[src/hd_mode_pkg.sv]
// package: register map, setting codes and mode carriers for the hd mode register bank
package hd_mode_pkg;
   // --------------------------------------------------------------
   // register offsets (subaddress, byte address = 4 * index)
   // --------------------------------------------------------------
   localparam logic [7:0] IDX_POWER_PLL = 8'h00;
   localparam logic [7:0] IDX_INPUT_MODE = 8'h01;
   localparam logic [7:0] IDX_OUTPUT_FMT = 8'h02;
   localparam logic [7:0] IDX_SOFT_RESET = 8'h17;
   localparam logic [7:0] IDX_HD_STD = 8'h30;
   localparam logic [7:0] IDX_HD_VALID = 8'h31;
   localparam logic [7:0] IDX_HD_WIDTH = 8'h33;
   localparam int ADDR_SHIFT = 2;
   // --------------------------------------------------------------
   // reset values and decoded setting codes
   // --------------------------------------------------------------
   localparam logic [7:0] REG_RESET_VAL = 8'h00;
   localparam logic [7:0] CODE_SOFT_RESET = 8'h02;
   localparam logic [7:0] CODE_DACS_PLL_4X = 8'h1c;
   localparam logic [7:0] CODE_SINGLE_RATE = 8'h10;
   localparam logic [7:0] CODE_DOUBLE_RATE = 8'h20;
   localparam logic [7:0] CODE_RGB_SYNC = 8'h10;
   localparam logic [7:0] CODE_1080I_EMB = 8'h6c;
   localparam logic [7:0] CODE_1080I_SEP = 8'h18;
   localparam logic [7:0] CODE_720P_EMB = 8'h2c;
   localparam logic [7:0] CODE_PIX_VALID = 8'h01;
   localparam logic [7:0] CODE_TEN_BIT = 8'h6c;
   // soft reset pulse length in system clocks
   localparam int SOFT_RESET_CYCLES = 2;
   // --------------------------------------------------------------
   // decoded mode carrier
   // --------------------------------------------------------------
   typedef enum logic [1:0] {
      STD_NONE = 2'h0,
      STD_1080I = 2'h1,
      STD_720P = 2'h2
   } hd_std_e;
   typedef struct packed {
      logic dacs_on;
      logic pll_4x;
      logic single_rate;
      logic double_rate;
      logic luma_fall_edge;
      logic rgb_out;
      logic rgb_sync;
      hd_std_e standard;
      logic embedded_sync;
      logic separate_sync;
      logic eia_770_3;
      logic pixel_valid;
      logic oversample_4x;
      logic ten_bit;
   } hd_mode_s;
endpackage : hd_mode_pkg

[src/hd_mode_config_registers.sv]
// module: ahb-lite register bank that sets the hd operating mode of the encoder
//
// Local design decision: register access over AHB-Lite.
`timescale 1ns/10ps
module hd_mode_config_registers
   import hd_mode_pkg::*;
#(
   parameter int SOFT_RESET_LEN = SOFT_RESET_CYCLES
) (
   // clock and reset
   input wire logic clk_sys_i,
   input wire logic rst_n_i,
   // ahb-lite slave
   input wire logic hsel_i,
   input wire logic [31:0] haddr_i,
   input wire logic [1:0] htrans_i,
   input wire logic hwrite_i,
   input wire logic [2:0] hsize_i,
   input wire logic [31:0] hwdata_i,
   input wire logic hready_i,
   output logic [31:0] hrdata_o,
   output logic hreadyout_o,
   output logic hresp_o,
   // decoded mode toward the datapath
   output hd_mode_s mode_o,
   output logic soft_reset_o
);

   // ---------------------------------------------------------------
   // bus address phase capture
   // ---------------------------------------------------------------
   logic wr_pend_q, wr_pend_d;
   logic [7:0] wr_idx_q, wr_idx_d;
   logic [31:0] hrdata_q, hrdata_d;
   wire logic addr_phase = hsel_i & hready_i & htrans_i[1];
   wire logic [7:0] a_idx = haddr_i[9:2];
   wire logic a_high_zero = (haddr_i[31:10] == 22'h0) & (haddr_i[1:0] == 2'h0);

   // registers
   logic [7:0] pwr_q, inmode_q, outfmt_q, srst_q, std_q, valid_q, width_q;
   logic srst_act_q, hready_q, hresp_q;
   logic [$clog2(SOFT_RESET_LEN+1)-1:0] srst_cnt_q, srst_cnt_d;
   hd_mode_s mode_q, mode_d;

   // write strobes per register, taken in the data phase
   function automatic logic wr_hit(input logic pend, input logic [7:0] idx,
                                   input logic [7:0] target);
      wr_hit = pend & (idx == target);
   endfunction : wr_hit

   wire logic wr_pwr = wr_hit(wr_pend_q, wr_idx_q, IDX_POWER_PLL);
   wire logic wr_inmode = wr_hit(wr_pend_q, wr_idx_q, IDX_INPUT_MODE);
   wire logic wr_outfmt = wr_hit(wr_pend_q, wr_idx_q, IDX_OUTPUT_FMT);
   wire logic wr_srst = wr_hit(wr_pend_q, wr_idx_q, IDX_SOFT_RESET);
   wire logic wr_std = wr_hit(wr_pend_q, wr_idx_q, IDX_HD_STD);
   wire logic wr_valid = wr_hit(wr_pend_q, wr_idx_q, IDX_HD_VALID);
   wire logic wr_width = wr_hit(wr_pend_q, wr_idx_q, IDX_HD_WIDTH);
   wire logic [7:0] wbyte = hwdata_i[7:0];

   // ---------------------------------------------------------------
   // read mux: unmapped addresses read zero
   // ---------------------------------------------------------------
   logic [7:0] rd_byte;
   always_comb begin
      rd_byte = 8'h00;
      if (a_high_zero) begin
         case (a_idx)
            IDX_POWER_PLL: rd_byte = pwr_q;
            IDX_INPUT_MODE: rd_byte = inmode_q;
            IDX_OUTPUT_FMT: rd_byte = outfmt_q;
            IDX_SOFT_RESET: rd_byte = srst_q;
            IDX_HD_STD: rd_byte = std_q;
            IDX_HD_VALID: rd_byte = valid_q;
            IDX_HD_WIDTH: rd_byte = width_q;
            default: rd_byte = 8'h00;
         endcase
      end
   end

   // read data is captured at the address phase so it stands in the data phase
   assign hrdata_d = (addr_phase & ~hwrite_i) ? {24'h0, rd_byte} : hrdata_q;
   assign wr_pend_d = addr_phase & hwrite_i & a_high_zero;
   assign wr_idx_d = a_idx;

   // ---------------------------------------------------------------
   // soft reset pulse: counts down after a 0x02 write to 0x17
   // ---------------------------------------------------------------
   always_comb begin
      srst_cnt_d = srst_cnt_q;
      if (wr_srst && wbyte == CODE_SOFT_RESET) begin
         srst_cnt_d = SOFT_RESET_LEN[$bits(srst_cnt_d)-1:0];
      end else if (srst_cnt_q != '0) begin
         srst_cnt_d = srst_cnt_q - 1'b1;
      end
   end

   // ---------------------------------------------------------------
   // mode decode from the register contents
   // ---------------------------------------------------------------
   wire logic dacs_pll = (pwr_q == CODE_DACS_PLL_4X);
   wire logic sdr_sel = (inmode_q == CODE_SINGLE_RATE);
   wire logic ddr_sel = (inmode_q == CODE_DOUBLE_RATE);
   wire logic rgb_sel = (outfmt_q == CODE_RGB_SYNC);
   wire logic s1080_emb = (std_q == CODE_1080I_EMB);
   wire logic s1080_sep = (std_q == CODE_1080I_SEP);
   wire logic s720_emb = (std_q == CODE_720P_EMB);
   wire logic pix_ok = (valid_q == CODE_PIX_VALID);
   // ten-bit input only applies in double rate mode
   wire logic ten_sel = (width_q == CODE_TEN_BIT) & ddr_sel;

   always_comb begin
      mode_d = '0;
      mode_d.dacs_on = dacs_pll;
      mode_d.pll_4x = dacs_pll;
      mode_d.single_rate = sdr_sel;
      mode_d.double_rate = ddr_sel;
      mode_d.luma_fall_edge = ddr_sel;
      mode_d.rgb_out = rgb_sel;
      mode_d.rgb_sync = rgb_sel;
      if (s1080_emb || s1080_sep) begin
         mode_d.standard = STD_1080I;
      end else if (s720_emb) begin
         mode_d.standard = STD_720P;
      end else begin
         mode_d.standard = STD_NONE;
      end
      mode_d.embedded_sync = s1080_emb | s720_emb;
      mode_d.separate_sync = s1080_sep;
      mode_d.eia_770_3 = s1080_emb | s1080_sep | s720_emb;
      mode_d.pixel_valid = pix_ok;
      mode_d.oversample_4x = pix_ok & dacs_pll;
      mode_d.ten_bit = ten_sel;
      // a soft reset holds the datapath quiet while it runs
      if (srst_cnt_q != '0) begin
         mode_d.pixel_valid = 1'b0;
      end
   end

   // ---------------------------------------------------------------
   // bus state
   // ---------------------------------------------------------------
   // a write is seen in its address phase and carried out in its data phase:
   // the place is kept here for one clock, the byte comes with hwdata then.
   // back to back writes work because each stage holds a single transfer.
   always_ff @(posedge clk_sys_i) begin
      if (!rst_n_i) begin
         wr_pend_q <= 1'b0;
         wr_idx_q <= 8'h00;
      end else begin
         wr_pend_q <= wr_pend_d;
         wr_idx_q <= wr_idx_d;
      end
   end

   // read data holds until the next read, so it stands through the data phase
   always_ff @(posedge clk_sys_i) begin
      if (!rst_n_i) begin
         hrdata_q <= 32'h0;
      end else begin
         hrdata_q <= hrdata_d;
      end
   end

   // bus answer flops: zero wait states and an okay answer in every cycle
   always_ff @(posedge clk_sys_i) begin
      if (!rst_n_i) begin
         hready_q <= 1'b1;
         hresp_q <= 1'b0;
      end else begin
         hready_q <= 1'b1;
         hresp_q <= 1'b0;
      end
   end

   // ---------------------------------------------------------------
   // power and pll control register
   // ---------------------------------------------------------------
   // only the low byte lane is kept; upper lanes are dropped on purpose
   always_ff @(posedge clk_sys_i) begin
      if (!rst_n_i) begin
         pwr_q <= REG_RESET_VAL;
      end else if (wr_pwr) begin
         pwr_q <= wbyte;
      end
   end

   // ---------------------------------------------------------------
   // input mode select register
   // ---------------------------------------------------------------
   // single and double rate codes share this byte, so one wins at a time
   always_ff @(posedge clk_sys_i) begin
      if (!rst_n_i) begin
         inmode_q <= REG_RESET_VAL;
      end else if (wr_inmode) begin
         inmode_q <= wbyte;
      end
   end

   // ---------------------------------------------------------------
   // output format control register
   // ---------------------------------------------------------------
   // any code other than the rgb one leaves component output selected
   always_ff @(posedge clk_sys_i) begin
      if (!rst_n_i) begin
         outfmt_q <= REG_RESET_VAL;
      end else if (wr_outfmt) begin
         outfmt_q <= wbyte;
      end
   end

   // ---------------------------------------------------------------
   // soft reset control register
   // ---------------------------------------------------------------
   // keeps its value so software can read it back; the pulse is separate
   always_ff @(posedge clk_sys_i) begin
      if (!rst_n_i) begin
         srst_q <= REG_RESET_VAL;
      end else if (wr_srst) begin
         srst_q <= wbyte;
      end
   end

   // ---------------------------------------------------------------
   // hd standard select register
   // ---------------------------------------------------------------
   // one byte picks both the line standard and where timing comes from
   always_ff @(posedge clk_sys_i) begin
      if (!rst_n_i) begin
         std_q <= REG_RESET_VAL;
      end else if (wr_std) begin
         std_q <= wbyte;
      end
   end

   // ---------------------------------------------------------------
   // pixel valid and oversampling register
   // ---------------------------------------------------------------
   // the datapath ignores pixels until this byte holds the valid code
   always_ff @(posedge clk_sys_i) begin
      if (!rst_n_i) begin
         valid_q <= REG_RESET_VAL;
      end else if (wr_valid) begin
         valid_q <= wbyte;
      end
   end

   // ---------------------------------------------------------------
   // input width control register
   // ---------------------------------------------------------------
   // stored even in single rate mode; the decode only honours it in double rate
   always_ff @(posedge clk_sys_i) begin
      if (!rst_n_i) begin
         width_q <= REG_RESET_VAL;
      end else if (wr_width) begin
         width_q <= wbyte;
      end
   end

   // ---------------------------------------------------------------
   // soft reset pulse
   // ---------------------------------------------------------------
   // the counter runs down after the reset code is written
   always_ff @(posedge clk_sys_i) begin
      if (!rst_n_i) begin
         srst_cnt_q <= '0;
      end else begin
         srst_cnt_q <= srst_cnt_d;
      end
   end

   // a flop of its own keeps the pulse glitch free toward the datapath
   always_ff @(posedge clk_sys_i) begin
      if (!rst_n_i) begin
         srst_act_q <= 1'b0;
      end else begin
         srst_act_q <= (srst_cnt_d != '0);
      end
   end

   // ---------------------------------------------------------------
   // decoded mode
   // ---------------------------------------------------------------
   // mode lags the register write by one clock
   always_ff @(posedge clk_sys_i) begin
      if (!rst_n_i) begin
         mode_q <= '0;
      end else begin
         mode_q <= mode_d;
      end
   end

   // ---------------------------------------------------------------
   // outputs
   // ---------------------------------------------------------------
   assign hrdata_o = hrdata_q;
   assign hreadyout_o = hready_q; // zero wait states, never stalls
   assign hresp_o = hresp_q;
   assign mode_o = mode_q;
   assign soft_reset_o = srst_act_q;

endmodule : hd_mode_config_registers

[config.mk]
export PLATFORM = sky130hd
export DESIGN_NAME = hd_mode_config_registers
export DESIGN_NICKNAME = d
export VERILOG_FILES = /design/src/hd_mode_pkg.sv /design/src/hd_mode_config_registers.sv
export SDC_FILE = /design/constraint.sdc
export NUM_CORES = 1
export LEC_CHECK = 0
export ABC_AREA = 1
export BUFFER_PORTS_ARGS = -buffer_cell sky130_fd_sc_hd__buf_4
export CELL_PAD_IN_SITES_DETAIL_PLACEMENT = 0
export CELL_PAD_IN_SITES_GLOBAL_PLACEMENT = 2
export CORE_MARGIN = 2
export CORE_UTILIZATION = 31
export CTS_BUF_LIST = sky130_fd_sc_hd__clkbuf_4
export DETAILED_ROUTE_END_ITERATION = 6
export PLACE_DENSITY_LB_ADDON = 0.12
export SYNTH_ARGS = -nofsm -noshare
export SYNTH_HDL_FRONTEND = slang
export SYNTH_SLANG_ARGS = --single-unit
[constraint.sdc]
create_clock -name clk_sys_i -period 3.4 [get_ports clk_sys_i]
set_input_delay 0.51 -clock clk_sys_i [delete_from_list [all_inputs] [get_ports clk_sys_i]]
set_output_delay 0.51 -clock clk_sys_i [all_outputs]
set_load 0.01 [all_outputs]
# Word level (Yosys, flattened, before mapping)

Cells that the tools add are included.

Register bits: 88
Output and inout port bits: 50

$add $sub $neg: 1
Equal/unequal tests: 22
Multiplexer cells: 6
Bitwise gates (word level): 20
Reductions and logical operators: 10

Operators by type and width:

| kind                                                | number |
|---|---|
| equality test 8 x 6 -> 1 bit, second input constant | 8 |
| case mux 8 bit (7 select lines)                     | 1 |
| equality test 8 x 5 -> 1 bit, second input constant | 6 |
| equality test 8 x 1 -> 1 bit, second input constant | 3 |
| equality test 8 x 2 -> 1 bit, second input constant | 3 |
| logical NOT 22 bit                                  | 1 |
| equality test 8 x 7 -> 1 bit, second input constant | 2 |
| logical NOT 8 bit                                   | 2 |
| AND 1 bit                                           | 15 |
| two-way mux 8 bit                                   | 1 |
| two-way mux 2 bit                                   | 3 |
| nonzero test 2 bit                                  | 2 |
| OR reduction 2 bit                                  | 2 |
| bitwise OR 1 bit                                    | 3 |
| logical NOT 2 bit                                   | 1 |
| inverter 1 bit                                      | 2 |
| subtractor 2 x 1 -> 2 bit, second input constant    | 1 |
| logical AND 1 bit                                   | 1 |
| logical OR 1 bit                                    | 1 |
| two-way mux 1 bit                                   | 1 |

# Logic depth before layout (Yosys ltp)

Depth after elaboration: 5
Gate-level depth with buffers: 10
Depth with buffers taken out: 10

# Least setup slack after synthesis

OpenSTA, ideal clock, no wires.

Path kind: input to register
From: input haddr_i[5]
To: register hrdata_q[6] (netlist: hrdata_o[6])
Setup time: 0.067 ns
Arrival: 1.353 ns
Data required time: 3.333 ns
Slack: 1.980 ns
Cell stages on the path: 10
Path buffers: 1
Cell sequence: inv_2 -> nand2_1 -> nor2_4 -> buf_4 -> nand2_1 -> nor2_1 -> nor2_1 -> nand2_1 -> nand2_1 -> a21oi_2

Longest elaborated chain between the ends: 3
Elaborated cells on any way between the ends: 9
Classes of those cells: 6 x eq/ne; 2 x mux; 1 x reduce/logical

RTL lines:

| element                                                    | line                            | source |
|---|---|---|
| start: declaration                                         | hd_mode_config_registers.sv:15  | `input wire logic [31:0] haddr_i,` |
| equality test 8 x 6 -> 1 bit, or another cell as far along | hd_mode_config_registers.sv:67  | `case (a_idx)` |
| case mux 8 bit (7 select lines) *                          | hd_mode_config_registers.sv:67  |  |
| two-way mux 8 bit *                                        | hd_mode_config_registers.sv:66  | `if (a_high_zero) begin` |
| end signal: assignment                                     | hd_mode_config_registers.sv:160 | `hrdata_q <= hrdata_d;` |
| end: declaration                                           | hd_mode_config_registers.sv:34  | `logic [31:0] hrdata_q, hrdata_d;` |

Every way passes the cells marked *; elsewhere a longest branch is shown, timed or not.
A chain may end at the register's enable or synchronous reset.

# Worst setup path in the final report

From: register wr_idx_q[7]
To: register width_q[4]

Longest elaborated chain between the ends: 2

RTL lines:

| element                      | line                            | source |
|---|---|---|
| start: declaration           | hd_mode_config_registers.sv:33  | `logic [7:0] wr_idx_q, wr_idx_d;` |
| start signal: assignment     | hd_mode_config_registers.sv:151 | `wr_idx_q <= wr_idx_d;` |
| equality test 8 x 6 -> 1 bit | hd_mode_config_registers.sv:48  | `wr_hit = pend & (idx == target);` |
| AND 1 bit                    | hd_mode_config_registers.sv:48  |  |
| end signal: assignment       | hd_mode_config_registers.sv:255 | `width_q <= wbyte;` |
| end: declaration             | hd_mode_config_registers.sv:40  | `logic [7:0] pwr_q, inmode_q, outfmt_q, srst_q, std_q, valid_q, width_q;` |

Every way passes these cells.

==> parameters.txt <==
Parameter                              Value

Yosys
  Fraction of registers with async set/reset ... 0%
  Area contributors post-synth ... sky130_fd_sc_hd__dfxtp_1 (43%), sky130_fd_sc_hd__nand2_1 (9.0%), sky130_fd_sc_hd__a21oi_1 (6.7%)
  Area share of the largest cell type after synthesis ... 42.9%
  Main flop type after synthesis ... sky130_fd_sc_hd__dfxtp_1
  Count of flip-flops with a built-in enable after synthesis ... 0
  Post-synthesis average cell area ... roughly 7.1 µm²
  Netlist Area Pre-Place ... slightly above 4000 µm²
  Flip-flop and latch count after synthesis ... slightly below 90
  Cell taking the most area after synthesis ... sky130_fd_sc_hd__dfxtp_1
  Cell variety after synth ... 26
  Synthesized instance count ... between 500 and 600
  Proportion of synthesized chip area in sequential cells ... between 40% and 50%
  Yosys Warn Count ... 0

Clock tree
  Total clock buffers created by CTS ... 9
  Latest clock arrival within the worst-skew pair ... 0.47 ns
  Count of buffers added by post-CTS timing repair for setup ... 0
  Worst-case clock buffer depth ... 2
  H-tree lvl count ... 3
  Post-CTS Hold Buffers ... 0
  Sinks on Clock Net ... 88
  Post_cts resized ... 0
  CTS tree ... yes
  Clock input transition at the sequential cells of the worst setup and hold paths ... ~0.15 ns
  Buffer cell driving the clock tree root ... sky130_fd_sc_hd__clkbuf_4

Floorplanning
  Total Die Area ... between 10000 and 15000 µm²
  Floorplan row count ... 42
  Die width ... 119 µm
  Height of the chip ... ~120 µm
  Starting density of the core ... a little under a third
  Top-level port count ... ~120
  Total core area ... around 13000 µm²

Setup path
  Worst R2R Start ... wr_idx_q[7]
  Logic depth of the worst path, buffers included ... 5
  Critical path endpoint category ... flip-flop
  Cell Chain, Critical Path ... nor2_2 > nand3_1 > nand3b_1 > o21ai_0 > a21oi_1
  Required time at the endpoint of the critical path ... 3.76 ns
  Worst path slowest cell ... sky130_fd_sc_hd__nand3b_1
  Buffering stage count on the worst path with inverters included ... 0
  Cell family with most CP delay ... simple AND/OR/NAND/NOR gates
  Maximum single-stage delay on the critical path ... ~0.57 ns
  Worst r2r path cells ... 5
  Worst Path Arrival ... ~2.1 ns
  Startpoint kind of the worst setup timing path ... flip-flop
  Startpoint of the most critical setup path ... wr_idx_q[7]
  Crit path max fanout ... 16
  Category of the most critical setup path ... reg -> reg

Run status
  Result of the run ... complete, no violations

Detailed routing
  Routed length per placed instance ... between 10 and 15 µm
  Overall via count from detail_route ... approximately 3800
  Number of detailed-route iterations in the first pass ... 5
  Starting DRC count in detailed routing ... approximately 160
  Overall routed net length ... around 12 mm
  DRC Markers ... 0
  Via-to-Cell Ratio ... between 4 and 5
  Number of antenna-violating nets in the routed design ... 0

Pwr
  Reported leakage power ... ~2.1 nW
  Worst supply voltage drop on vdd ... 0.000135 V
  PwrDens ... 375 nW/µm²
  Overall Power ... 1.79 mW

Worst hold path
  Kind of path behind the tightest hold check ... in -> reg
  Hold depth ... 3
  Worst Hold Launch ... hwrite_i

STA
  Fin. Hold Viols ... 0
  Final setup violation count ... 0
  Maximum clock rate ... 0.582 GHz
  Final critical delay including setup and external delays ... ~1.7 ns
  Number of pins with negative max-slew slack in the final report ... 0
  Max-slew headroom at the worst pin ... a little under three fifths
  Transition time of the tightest slew-check pin ... 0.665 ns
  Worst clock skew ... 0.0276 ns
  Final sum of negative setup slack ... 0 ns
  Ratio of final minimum period to clock period ... about half
  RSZ-0062 raised after global routing ... no

Layout
  Final core occ ... roughly 36%
  Layout Nets ... around 710
  Area growth from synthesis to layout ... 16.1%
  Share of layout cells above drive strength 1 ... 16.7%

GRT
  Remaining Overflow, GRT ... 0
  Total global routing track utilization ... 17.5%
  Pin count of the biggest net entering global routing ... 33
  Wire length of the first global-routing pass ... roughly 19 mm
  Vias in the first global route ... roughly 3500
  Initial antenna violation count ... 1

Placement
  Total half-perimeter wirelength after legalization and detailed placement ... 8.78 mm
  Final Wtd Congestion ... between 0.8 and 0.9
  Count of buffers from port buffering ... 69

Job
  Count of maximum capacitance violations ... 0
## stage by stage
| step | cell area, µm² | hold slack, ns | setup slack [ns] | instances |
|---|---|---|---|---|
| 2_1_floorplan | 4200 | 0.414 | 1.98 | 601 |
| 3_3_place_gp | 4630 | 0.446 | 1.43 | 800 |
| 3_5_place_dp | 4630 | 0.444 | 1.43 | 800 |
| 4_1_cts | 4760 | 0.244 | 1.69 | 816 |
| 5_1_grt | 4770 | 0.273 | 1.47 | 817 |
| 6_report | 4770 | 0.274 | 1.68 | 817 |
## power by group
part | leakage (nW) | switching [mW] | internal, mW | total [mW]
clock | 0.0777 | 0.380 | 0.224 | 0.605
sequential | 0.711 | 0.00338 | 1.04 | 1.04
combinational | 1.34 | 0.0912 | 0.0495 | 0.141
## state kept, by name, summed over array words and instances, names as in the netlist
signal and cells:
soft_reset_o 1, srst_q 8, inmode_q 8, pwr_q 8, srst_cnt_q 2, valid_q 8, outfmt_q 8, std_q 8
width_q 8, wr_pend_q 1, mode_o 12, hrdata_o 8, wr_idx_q 8
## layer usage
metal  vias to the layer above  global-route usage, %  share of wire (%)
met2                       115                   27.3                 44
met1                      1676                   23.3                 47
met5                         -                      0                  0
met4                         0                   7.44                2.0
li1                       1946                      -                  -
met3                        15                   3.59                6.4
## Yosys cell counts, types with 6 or more instances
cell,count
sky130_fd_sc_hd__a211oi_1,9
sky130_fd_sc_hd__nor3_1,6
sky130_fd_sc_hd__nor2_1,68
sky130_fd_sc_hd__clkbuf_1,7
sky130_fd_sc_hd__dfxtp_1,88
sky130_fd_sc_hd__nor2_2,7
sky130_fd_sc_hd__nand3_1,52
sky130_fd_sc_hd__nand2_1,98
sky130_fd_sc_hd__nor2_4,6
sky130_fd_sc_hd__buf_4,36
sky130_fd_sc_hd__nand4_1,12
sky130_fd_sc_hd__inv_1,60
sky130_fd_sc_hd__a21oi_1,55
sky130_fd_sc_hd__o21ai_0,46
## logic make-up after synthesis
| logic type | count (synthesis) | share of synthesized area [%] |
|---|---|---|
| AOI/OAI and AO/OA | 113 | 14.4 |
| buffers and inverters | 114 | 13.9 |
| DFF | 88 | 42.9 |
| other | 2 | 0.183 |
| and+or+nand+nor | 260 | 28.6 |
## worst min-delay path, stage by stage
cell,delay (ns)
sky130_fd_sc_hd__buf_4,0.11
sky130_fd_sc_hd__nand2_1,0.05
sky130_fd_sc_hd__nor3_1,0.04
## path summary, 6_finish.rpt
| path | endpoint | slack [ns] |
|---|---|---|
| max reg2reg | width_q[4] | 1.68 |
| max | width_q[4] | 1.68 |
| min reg2reg | mode_o[8] | 0.46 |
| min | wr_pend_q | 0.27 |
## cells in the final DEF (no fill, tap or decap), types with 2 or more instances in the layout
cell type                   n
sky130_fd_sc_hd__nand2_1   98
sky130_fd_sc_hd__dfxtp_1   88
sky130_fd_sc_hd__buf_4     71
sky130_fd_sc_hd__nor2_1    68
sky130_fd_sc_hd__inv_1     60
sky130_fd_sc_hd__a21oi_1   55
sky130_fd_sc_hd__nand3_1   52
sky130_fd_sc_hd__o21ai_0   46
sky130_fd_sc_hd__conb_1    26
sky130_fd_sc_hd__nand4_1   12
sky130_fd_sc_hd__a211oi_1   9
sky130_fd_sc_hd__clkbuf_4   9
sky130_fd_sc_hd__nor2_2     7
sky130_fd_sc_hd__nor2_4     6
sky130_fd_sc_hd__nor3_1     6
sky130_fd_sc_hd__inv_2      5
sky130_fd_sc_hd__nor4_1     5
sky130_fd_sc_hd__clkinv_1   2
sky130_fd_sc_hd__o21ai_1    2
sky130_fd_sc_hd__nor3b_1    2
sky130_fd_sc_hd__clkinv_4   2
sky130_fd_sc_hd__clkinv_2   2
## cell type report
type / count / area, µm²
Fill cell: 1427 / 8320
Multi-Input combinational cell: 399 / 1860
Sequential cell: 88 / 1760
Timing Repair Buffer: 71 / 533
Inverter: 66 / 248
Tap cell: 176 / 220
Clock inverter: 7 / 70.1
Clock buffer: 9 / 67.6
Antenna cell: 1 / 2.50
Power figures use the tool's default switching activity.
